$ cat src/hdl/ecbc_pkg.sv
/*
 * Constants shared by the EEPROM command and busy controller: register
 * offsets, field positions, serial frame sizes, opcodes and timing.
 * Assumes a 50 MHz system clock and a three-wire serial EEPROM.
 */
package ecbc_pkg;

   // Register offsets on the plain register port
   localparam logic [7:0] CMD_OFFSET = 8'hb0;
   localparam logic [7:0] DATA_OFFSET = 8'hb4;

   // Field positions in the command register
   localparam int BUSY_BIT = 31;
   localparam int OPSEL_LSB = 28;
   localparam int TIMEOUT_BIT = 9;
   localparam int MAC_OK_BIT = 8;
   localparam int ADDR_LSB = 0;

   // Operation select codes
   localparam logic [2:0] OP_READ = 3'h0;
   localparam logic [2:0] OP_WRITE = 3'h3;

   // Serial opcodes sent after the start bit
   localparam logic [1:0] EE_RD_OPC = 2'h2;
   localparam logic [1:0] EE_WR_OPC = 2'h1;

   // Frame lengths in serial bits
   localparam logic [4:0] RD_SEND_BITS = 5'h0b;
   localparam logic [4:0] WR_SEND_BITS = 5'h13;
   localparam logic [4:0] RECV_BITS = 5'h08;

   // Station address image in the EEPROM
   localparam logic [7:0] MAC_SIG = 8'ha5;
   localparam logic [2:0] MAC_BYTES = 3'h6;

   // Timing
   localparam int CLK_MHZ = 50;
   localparam int EE_HALF_NS = 1000;
   localparam int EE_HALF_CYC = (EE_HALF_NS * CLK_MHZ + 999) / 1000;
   localparam int TIMEOUT_US = 30000;
   localparam int TIMEOUT_CYC = TIMEOUT_US * CLK_MHZ;

   // Sequencer states
   typedef enum logic [2:0] {ST_IDLE, ST_SEND, ST_RECV, ST_GAP, ST_POLL} ecbc_state_t;

endpackage

$ cat src/hdl/ecbc_eeprom_ctrl.sv
/*
 * EEPROM command and busy controller: command and data registers, a
 * serial sequencer, write-done polling with time-out, and the station
 * address load after reset.
 * Assumes a synchronous register port and an EEPROM input already
 * synchronous to sys_clk.
 */
`timescale 1ns/10ps
`default_nettype none
module ecbc_eeprom_ctrl #(
   parameter int TIMEOUT_CYCLES = ecbc_pkg::TIMEOUT_CYC
) (
   input wire logic sys_clk,
   input wire logic srst,
   input wire logic [7:0] regAddr,
   input wire logic [31:0] regWdata,
   input wire logic regWr,
   input wire logic regRd,
   output logic [31:0] regRdata,
   output logic eeCs,
   output logic eeClk,
   output logic eeDo,
   input wire logic eeDi,
   output logic [47:0] macAddr,
   output logic macAddrValid
);
   import ecbc_pkg::*;

   ecbc_state_t state, next_state; // Sequencer state
   logic busy, next_busy; // Busy flag seen by software
   logic [2:0] opSel, next_opSel; // Selected operation
   logic [7:0] eeAddr, next_eeAddr; // EEPROM byte address
   logic [7:0] dataReg, next_dataReg; // Data register
   logic timeoutFlag, next_timeoutFlag; // Sticky time-out flag
   logic [18:0] shOut, next_shOut; // Outgoing frame, MSB first
   logic [7:0] rxData, next_rxData; // Incoming bits
   logic [4:0] bitCnt, next_bitCnt; // Bits left in the phase
   logic phase, next_phase; // Serial clock level
   logic csOn, next_csOn; // Chip select level
   logic isWrite, next_isWrite; // Current op is a write
   logic autoMode, next_autoMode; // Station address load running
   logic [2:0] autoIdx, next_autoIdx; // Byte index in the load
   logic [31:0] toCnt, next_toCnt; // Time-out counter
   logic [47:0] next_macAddr;
   logic next_macAddrValid;
   logic [31:0] next_regRdata;
   logic tick; // Half-bit enable
   logic cmdWr; // Write to the command register
   logic [7:0] rxByte; // Byte complete on the last sample

   assign cmdWr = regWr && (regAddr == CMD_OFFSET);
   assign rxByte = rxData;
   assign eeCs = csOn;
   assign eeClk = phase;
   assign eeDo = shOut[18];

   // Half-bit timing runs whenever the sequencer is out of ST_IDLE
   ecbc_tick_div #(.HALF_CYC(EE_HALF_CYC)) u_div (
      .sys_clk(sys_clk),
      .srst(srst),
      .run(state != ST_IDLE),
      .tick(tick)
   );

   // Next-state logic for registers and sequencer
   always_comb begin
      next_state = state;
      next_busy = busy;
      next_opSel = opSel;
      next_eeAddr = eeAddr;
      next_dataReg = dataReg;
      next_timeoutFlag = timeoutFlag;
      next_shOut = shOut;
      next_rxData = rxData;
      next_bitCnt = bitCnt;
      next_phase = phase;
      next_csOn = csOn;
      next_isWrite = isWrite;
      next_autoMode = autoMode;
      next_autoIdx = autoIdx;
      next_toCnt = toCnt;
      next_macAddr = macAddr;
      next_macAddrValid = macAddrValid;
      next_regRdata = 32'h0000_0000;

      // Read data only in the cycle after the strobe
      if (regRd) begin
         if (regAddr == CMD_OFFSET) begin
            next_regRdata[BUSY_BIT] = busy;
            next_regRdata[OPSEL_LSB +: 3] = opSel;
            next_regRdata[TIMEOUT_BIT] = timeoutFlag;
            next_regRdata[MAC_OK_BIT] = macAddrValid;
            next_regRdata[ADDR_LSB +: 8] = eeAddr;
         end else if (regAddr == DATA_OFFSET) begin
            next_regRdata[7:0] = dataReg;
         end
      end

      // Data writes while busy are dropped; software must wait anyway
      if (regWr && (regAddr == DATA_OFFSET) && !busy) begin
         next_dataReg = regWdata[7:0];
      end
      if (cmdWr) begin
         // Write one clears the time-out flag; a new time-out below wins
         if (regWdata[TIMEOUT_BIT]) begin
            next_timeoutFlag = 1'b0;
         end
         if (!busy) begin
            next_opSel = regWdata[OPSEL_LSB +: 3];
            next_eeAddr = regWdata[ADDR_LSB +: 8];
            // Unknown codes are accepted but start nothing
            if (regWdata[BUSY_BIT] && (regWdata[OPSEL_LSB +: 3] == OP_READ)) begin
               next_busy = 1'b1;
               next_state = ST_SEND;
               next_isWrite = 1'b0;
               next_csOn = 1'b1;
               next_bitCnt = RD_SEND_BITS;
               next_shOut = {1'b1, EE_RD_OPC, regWdata[ADDR_LSB +: 8], 8'h00};
            end else if (regWdata[BUSY_BIT] && (regWdata[OPSEL_LSB +: 3] == OP_WRITE)) begin
               next_busy = 1'b1;
               next_state = ST_SEND;
               next_isWrite = 1'b1;
               next_csOn = 1'b1;
               next_bitCnt = WR_SEND_BITS;
               next_shOut = {1'b1, EE_WR_OPC, regWdata[ADDR_LSB +: 8], dataReg};
            end
         end
      end

      case (state)
         ST_IDLE: begin
            next_phase = 1'b0;
         end
         // Shift the frame out, data changes while the clock is low
         ST_SEND: begin
            if (tick) begin
               next_phase = !phase;
               if (phase) begin
                  next_shOut = {shOut[17:0], 1'b0};
                  next_bitCnt = bitCnt - 5'h01;
                  if (bitCnt == 5'h01) begin
                     next_bitCnt = RECV_BITS;
                     next_state = isWrite ? ST_GAP : ST_RECV;
                     next_csOn = !isWrite;
                  end
               end
            end
         end
         // Sample on the rising serial clock
         ST_RECV: begin
            if (tick) begin
               next_phase = !phase;
               if (!phase) begin
                  next_rxData = {rxData[6:0], eeDi};
               end else begin
                  next_bitCnt = bitCnt - 5'h01;
                  if (bitCnt == 5'h01) begin
                     next_csOn = 1'b0;
                     next_state = ST_IDLE;
                     next_busy = 1'b0;
                     if (!autoMode) begin
                        next_dataReg = rxByte;
                     end else if ((autoIdx == 3'h0) && (rxByte != MAC_SIG)) begin
                        next_autoMode = 1'b0;
                     end else begin
                        // Load each byte after the signature, then fetch the next one until byte 6
                        if (autoIdx != 3'h0) begin
                           next_macAddr[8 * (int'(autoIdx) - 1) +: 8] = rxByte;
                        end
                        if (autoIdx == MAC_BYTES) begin
                           next_autoMode = 1'b0;
                           next_macAddrValid = 1'b1;
                        end else begin
                           next_autoIdx = autoIdx + 3'h1;
                           next_busy = 1'b1;
                           // Deselect for a half bit so the part sees a fresh frame
                           next_state = ST_GAP;
                           next_bitCnt = RD_SEND_BITS;
                           next_shOut = {1'b1, EE_RD_OPC, 5'h00, autoIdx + 3'h1, 8'h00};
                        end
                     end
                  end
               end
            end
         end
         // Chip select low for one half bit, then poll or send the next read
         ST_GAP: begin
            if (tick) begin
               next_csOn = 1'b1;
               next_toCnt = 32'h0000_0000;
               next_state = isWrite ? ST_POLL : ST_SEND;
            end
         end
         // Ready shows as a high input; an absent part never answers
         ST_POLL: begin
            next_toCnt = toCnt + 32'h0000_0001;
            if (eeDi) begin
               next_csOn = 1'b0;
               next_busy = 1'b0;
               next_state = ST_IDLE;
            end else if (toCnt == 32'(TIMEOUT_CYCLES - 1)) begin
               next_csOn = 1'b0;
               next_busy = 1'b0;
               next_timeoutFlag = 1'b1;
               next_state = ST_IDLE;
            end
         end
         default: begin
            next_state = ST_IDLE;
         end
      endcase
   end

   // Registers; reset launches the station address read at byte zero
   always_ff @(posedge sys_clk) begin
      if (srst) begin
         state <= ST_SEND;
         busy <= 1'b1;
         opSel <= OP_READ;
         eeAddr <= 8'h00;
         dataReg <= 8'h00;
         timeoutFlag <= 1'b0;
         shOut <= {1'b1, EE_RD_OPC, 8'h00, 8'h00};
         rxData <= 8'h00;
         bitCnt <= RD_SEND_BITS;
         phase <= 1'b0;
         csOn <= 1'b1;
         isWrite <= 1'b0;
         autoMode <= 1'b1;
         autoIdx <= 3'h0;
         toCnt <= 32'h0000_0000;
         macAddr <= 48'h0000_0000_0000;
         macAddrValid <= 1'b0;
         regRdata <= 32'h0000_0000;
      end else begin
         state <= next_state;
         busy <= next_busy;
         opSel <= next_opSel;
         eeAddr <= next_eeAddr;
         dataReg <= next_dataReg;
         timeoutFlag <= next_timeoutFlag;
         shOut <= next_shOut;
         rxData <= next_rxData;
         bitCnt <= next_bitCnt;
         phase <= next_phase;
         csOn <= next_csOn;
         isWrite <= next_isWrite;
         autoMode <= next_autoMode;
         autoIdx <= next_autoIdx;
         toCnt <= next_toCnt;
         macAddr <= next_macAddr;
         macAddrValid <= next_macAddrValid;
         regRdata <= next_regRdata;
      end
   end

   // Checks beside the logic
   a_start_busy: assert property (@(posedge sys_clk) disable iff (srst)
      cmdWr && !busy && regWdata[BUSY_BIT] && (regWdata[OPSEL_LSB +: 3] == OP_WRITE)
      |=> busy && eeCs && (state == ST_SEND) && isWrite)
      else $error("write command did not start");
   a_busy_clear_cause: assert property (@(posedge sys_clk) disable iff (srst)
      $fell(busy) |-> ($past(state) == ST_RECV) || ($past(state) == ST_POLL))
      else $error("busy cleared before completion");
   a_read_data: assert property (@(posedge sys_clk) disable iff (srst)
      $fell(busy) && $past(state == ST_RECV && !autoMode) |-> dataReg == $past(rxData))
      else $error("read data not in data register");
   a_busy_cmd_kept: assert property (@(posedge sys_clk) disable iff (srst)
      busy && cmdWr |=> $stable(opSel) && $stable(eeAddr))
      else $error("command changed while busy");
   a_timeout_end: assert property (@(posedge sys_clk) disable iff (srst)
      (state == ST_POLL) && !eeDi && (toCnt == 32'(TIMEOUT_CYCLES - 1))
      |=> !busy && timeoutFlag && (state == ST_IDLE))
      else $error("time-out did not clear busy");
   a_reset_busy: assert property (@(posedge sys_clk)
      $past(srst) && !srst |-> busy && autoMode && (state == ST_SEND))
      else $error("busy not set after reset");
   a_auto_busy: assert property (@(posedge sys_clk) disable iff (srst)
      autoMode |-> busy)
      else $error("busy low during address load");
   a_rdata_idle: assert property (@(posedge sys_clk) disable iff (srst)
      !$past(regRd) |-> regRdata == 32'h0000_0000)
      else $error("read data outside read slot");

   c_read_done: cover property (@(posedge sys_clk) disable iff (srst)
      $fell(busy) && $past(state == ST_RECV && !autoMode));
   c_write_done: cover property (@(posedge sys_clk) disable iff (srst)
      (state == ST_POLL) && eeDi);
   c_timeout: cover property (@(posedge sys_clk) disable iff (srst) $rose(timeoutFlag));
   c_mac_loaded: cover property (@(posedge sys_clk) disable iff (srst) $rose(macAddrValid));
endmodule
`default_nettype wire

$ cat src/hdl/ecbc_tick_div.sv
/*
 * Divider giving one-cycle tick pulses at the serial half-bit rate.
 * Assumes run stays high for the whole of a serial operation.
 */
`timescale 1ns/10ps
`default_nettype none
module ecbc_tick_div #(
   parameter int HALF_CYC = ecbc_pkg::EE_HALF_CYC
) (
   input wire logic sys_clk,
   input wire logic srst,
   input wire logic run,
   output logic tick
);
   import ecbc_pkg::*;

   logic [15:0] count; // Cycles since last tick
   logic [15:0] next_count;

   // Restart from zero when idle, so each frame starts with a full half bit
   always_comb begin
      next_count = count + 16'h0001;
      tick = 1'b0;
      if (!run) begin
         next_count = 16'h0000;
      end else if (count == 16'(HALF_CYC - 1)) begin
         next_count = 16'h0000;
         tick = 1'b1;
      end
   end

   always_ff @(posedge sys_clk) begin
      if (srst) begin
         count <= 16'h0000;
      end else begin
         count <= next_count;
      end
   end
endmodule
`default_nettype wire

$ cat config.mk
export PLATFORM = sky130hd
export DESIGN_NAME = ecbc_eeprom_ctrl
export DESIGN_NICKNAME = d
export VERILOG_FILES = /design/src/hdl/ecbc_pkg.sv /design/src/hdl/ecbc_eeprom_ctrl.sv /design/src/hdl/ecbc_tick_div.sv
export SDC_FILE = /design/constraint.sdc
export NUM_CORES = 1
export LEC_CHECK = 0
export BUFFER_PORTS_ARGS = -buffer_cell sky130_fd_sc_hd__clkbuf_2
export CORE_MARGIN = 3
export CORE_UTILIZATION = 55
export CTS_CLUSTER_DIAMETER = 80
export DETAILED_ROUTE_END_ITERATION = 12
export PLACE_DENSITY = 0.81
export SYNTH_ARGS = -nofsm -noshare
export SYNTH_HDL_FRONTEND = slang
export SYNTH_SLANG_ARGS = --single-unit
export TNS_END_PERCENT = 20
$ cat constraint.sdc
create_clock -name sys_clk -period 4.4 [get_ports sys_clk]
set_clock_uncertainty 0.05 [all_clocks]
set_input_delay 0.44 -clock sys_clk [delete_from_list [all_inputs] [get_ports sys_clk]]
set_output_delay 0.44 -clock sys_clk [all_outputs]
set_load 0.005 [all_outputs]
==> results.ini <==
[cts]
root_buffer=clkbuf_16
cts_resized=0
clkSinkCount=174
insertion_delay_ns=0.43
cts_tree=done
ctsHoldBuffers=0
cts.clk_slew.worst_paths_ns=0.07
cts_setup_buffers=0
htreeDepth=4
cts_buffer_depth=2
cts_buffers=17

[yosys]
netlist_instances=971
yosys-top-cells-area=dfxtp_1 (42%), mux2i_1 (5.4%), nand2_1 (5.2%), a21oi_1 (4.5%), nand3_1 (2.8%)
synth_ff_type=dfxtp_1
async_reset_ff_share_pct=0
ys_seq_area_share_pct=41.9
yosysWarnings=0
yosysTopAreaCell=dfxtp_1
syn_area_um2=8320
synth.top_cell.area_share_pct=41.9
synth_area_per_cell_um2=8.57
synth-edff-count=0
ys_seq_elements=174
synth_cell_types=71

[placement]
gp_congestion=0.871
place_ws_ns=0.668
portBuffers=91
dp_hpwl_mm=13.6
dp.cells=1192

[die]
die_y_um=129
die_w_um=129
rows=44
dieArea_um2=16600
start_util_pct=56.8
coreArea_um2=14600
ioPinCount=129

[cells_and_area]
stdcell_count=1223
final_util_pct=63.8
fillers=1219
antenna_cells=0
drive_above_1_share_pct=14.9
fin_nets=1086
area_growth_pct=12.2

[timing]
finalCriticalPeriod_ns=3.92
final-hold-violation-count=0
min_period_over_period_pct=89.0
setup_tns_ns=0
setup_ws_ns=0.484
clock.fmax_mhz=255
drv_slew=0
worst_pin_slew_ns=0.880
holdWs_ns=0.219
rsz0062_at_grt=no
setup_viol=0
slew_headroom_pct=39.8

[drt]
drcViolationCount=0
firstDrtPassIters=5
wl_per_cell_um=16.4
dr.first_iter.drc_count=596
vias=7359
drt-total-wl_mm=20.0
ant_nets=0
routed_via_density=6.02

[critical_path]
crit_path_max_incr_delay_ns=0.68
critPathCaptureType=flop
slowest_stage=nor4_1
path_class=reg -> reg
cp_data_required_time_ns=4.65
cp.arrival_ns=4.17
path_max_fanout=11
critPathLaunchType=flop
crit_path_cell_trace=inv_1, ha_1, xnor2_1, nand3_1, inv_1, ha_1, nor4bb_1, a22oi_1, nor4_1, nand3b_1, mux2i_1

[pwr]
leakage_nw=3.52
vdd_drop_max_mv=0.278
power_density_nw_per_um2=333

[job]
drv_cap=0

[grt]
grtUsageTotal_pct=24.2
grt_max_degree=63
grt_pass1_wl_mm=32.9
grt_pass1_vias=6665
grt-ovfl-total=0
grt_antenna_before_repair=0

[min_path]
hold_class=in -> reg

[run_status]
status=completed

## layer usage
layer,GRT usage (%),vias to the layer above,share of wire [%]
met4,8.03,0,1.9
li1,-,3591,-
met2,37.2,222,45
met1,33.0,3510,45
met5,0,-,0
met3,6.88,36,7.5
## path summary, 6_finish.rpt
kind	slack, ns	depth (start not counted)	startpoint	endpoint
max	0.48	11	autoIdx[0]	macAddr[43]
min	0.22	3	regWdata[6]	eeAddr[6]
max reg2reg	0.48	11	autoIdx[0]	macAddr[43]
min reg2reg	0.40	2	timeoutFlag	timeoutFlag
## through the flow
stage | total power, mW | instance area [um2]
2_1_floorplan | 1.66 | 8390
3_3_place_gp | 1.68 | 8760
3_5_place_dp | 1.68 | 8760
4_1_cts | 3.13 | 9340
5_1_grt | 3.19 | 9340
6_report | 3.11 | 9340
## state kept, by name, indices dropped and copies added (netlist names)
register      cells
eeAddr            8
isWrite           1
state             3
busy              1
timeoutFlag       1
bitCnt            5
regRdata         14
toCnt            32
opSel             3
dataReg           8
macAddrValid      1
macAddr          48
autoIdx           3
rxByte            8
u_div.count      16
eeClk             1
shOut            19
autoMode          1
eeCs              1
## synth_stat cells (8+ instances only)
cell type,count
buf_4,19
xor2_1,13
o211ai_1,15
clkbuf_1,56
inv_1,27
a22oi_1,12
o2bb2ai_1,14
o31ai_1,10
and3_1,11
nand2_1,115
or3_1,23
a211oi_1,15
dfxtp_1,174
o21ai_0,37
nor4_1,10
mux2i_1,45
and2_1,12
ha_1,14
nor3_1,18
a21oi_1,75
a211o_1,8
nor2_1,61
a22o_1,8
nand3_1,46
nand4_1,27
## worst max-delay path, delay by kind of cell (launching register included)
kind | cells | cell delay (ns)
buf+inv | 2 | 0.26
compound gates | 1 | 0.19
flops | 1 | 0.49
simple gates | 4 | 1.64
mux | 1 | 0.24
xor+xnor | 1 | 0.18
fa+ha+maj | 2 | 0.72
## cell families (layout without fill, tap and decap cells)
group / after synthesis / in the layout / share of synthesized area, %
flops: 174 / 174 / 41.9
fa+ha+maj: 14 / 14 / 2.10
xor+xnor: 21 / 21 / 2.39
buf+inv: 108 / 159 / 5.79
compound gates: 221 / 221 / 17.3
mux: 48 / 48 / 5.82
other cells: 1 / 18 / 0.0451
simple gates: 384 / 384 / 24.7
## power by group
group	internal, mW	switching, mW
logic	0.0180	0.0486
registers	1.58	0.00409
clock network	0.851	0.607
## placed cells by master (no fill, tap or decap), types with 13 or more instances in the layout
master     instances
dfxtp_1          174
nand2_1          115
clkbuf_2          90
a21oi_1           75
nor2_1            61
nand3_1           46
mux2i_1           45
o21ai_0           37
inv_1             27
nand4_1           27
or3_1             23
nor3_1            18
conb_1            18
clkbuf_16         17
o211ai_1          15
a211oi_1          15
o2bb2ai_1         14
ha_1              14
xor2_1            13
## final cells by class
class / count / area (um2) / share of cell area, %
well taps: 184 / 230 / 2.46
clock buffers: 23 / 498 / 5.33
flip-flops and latches: 174 / 3480 / 37.3
multi-input cells: 706 / 4420 / 47.3
inverters: 28 / 105 / 1.13
clock inverters: 8 / 80.1 / 0.857
repair buffers: 100 / 523 / 5.60
Note: power is estimated with default switching activity, not from simulation.
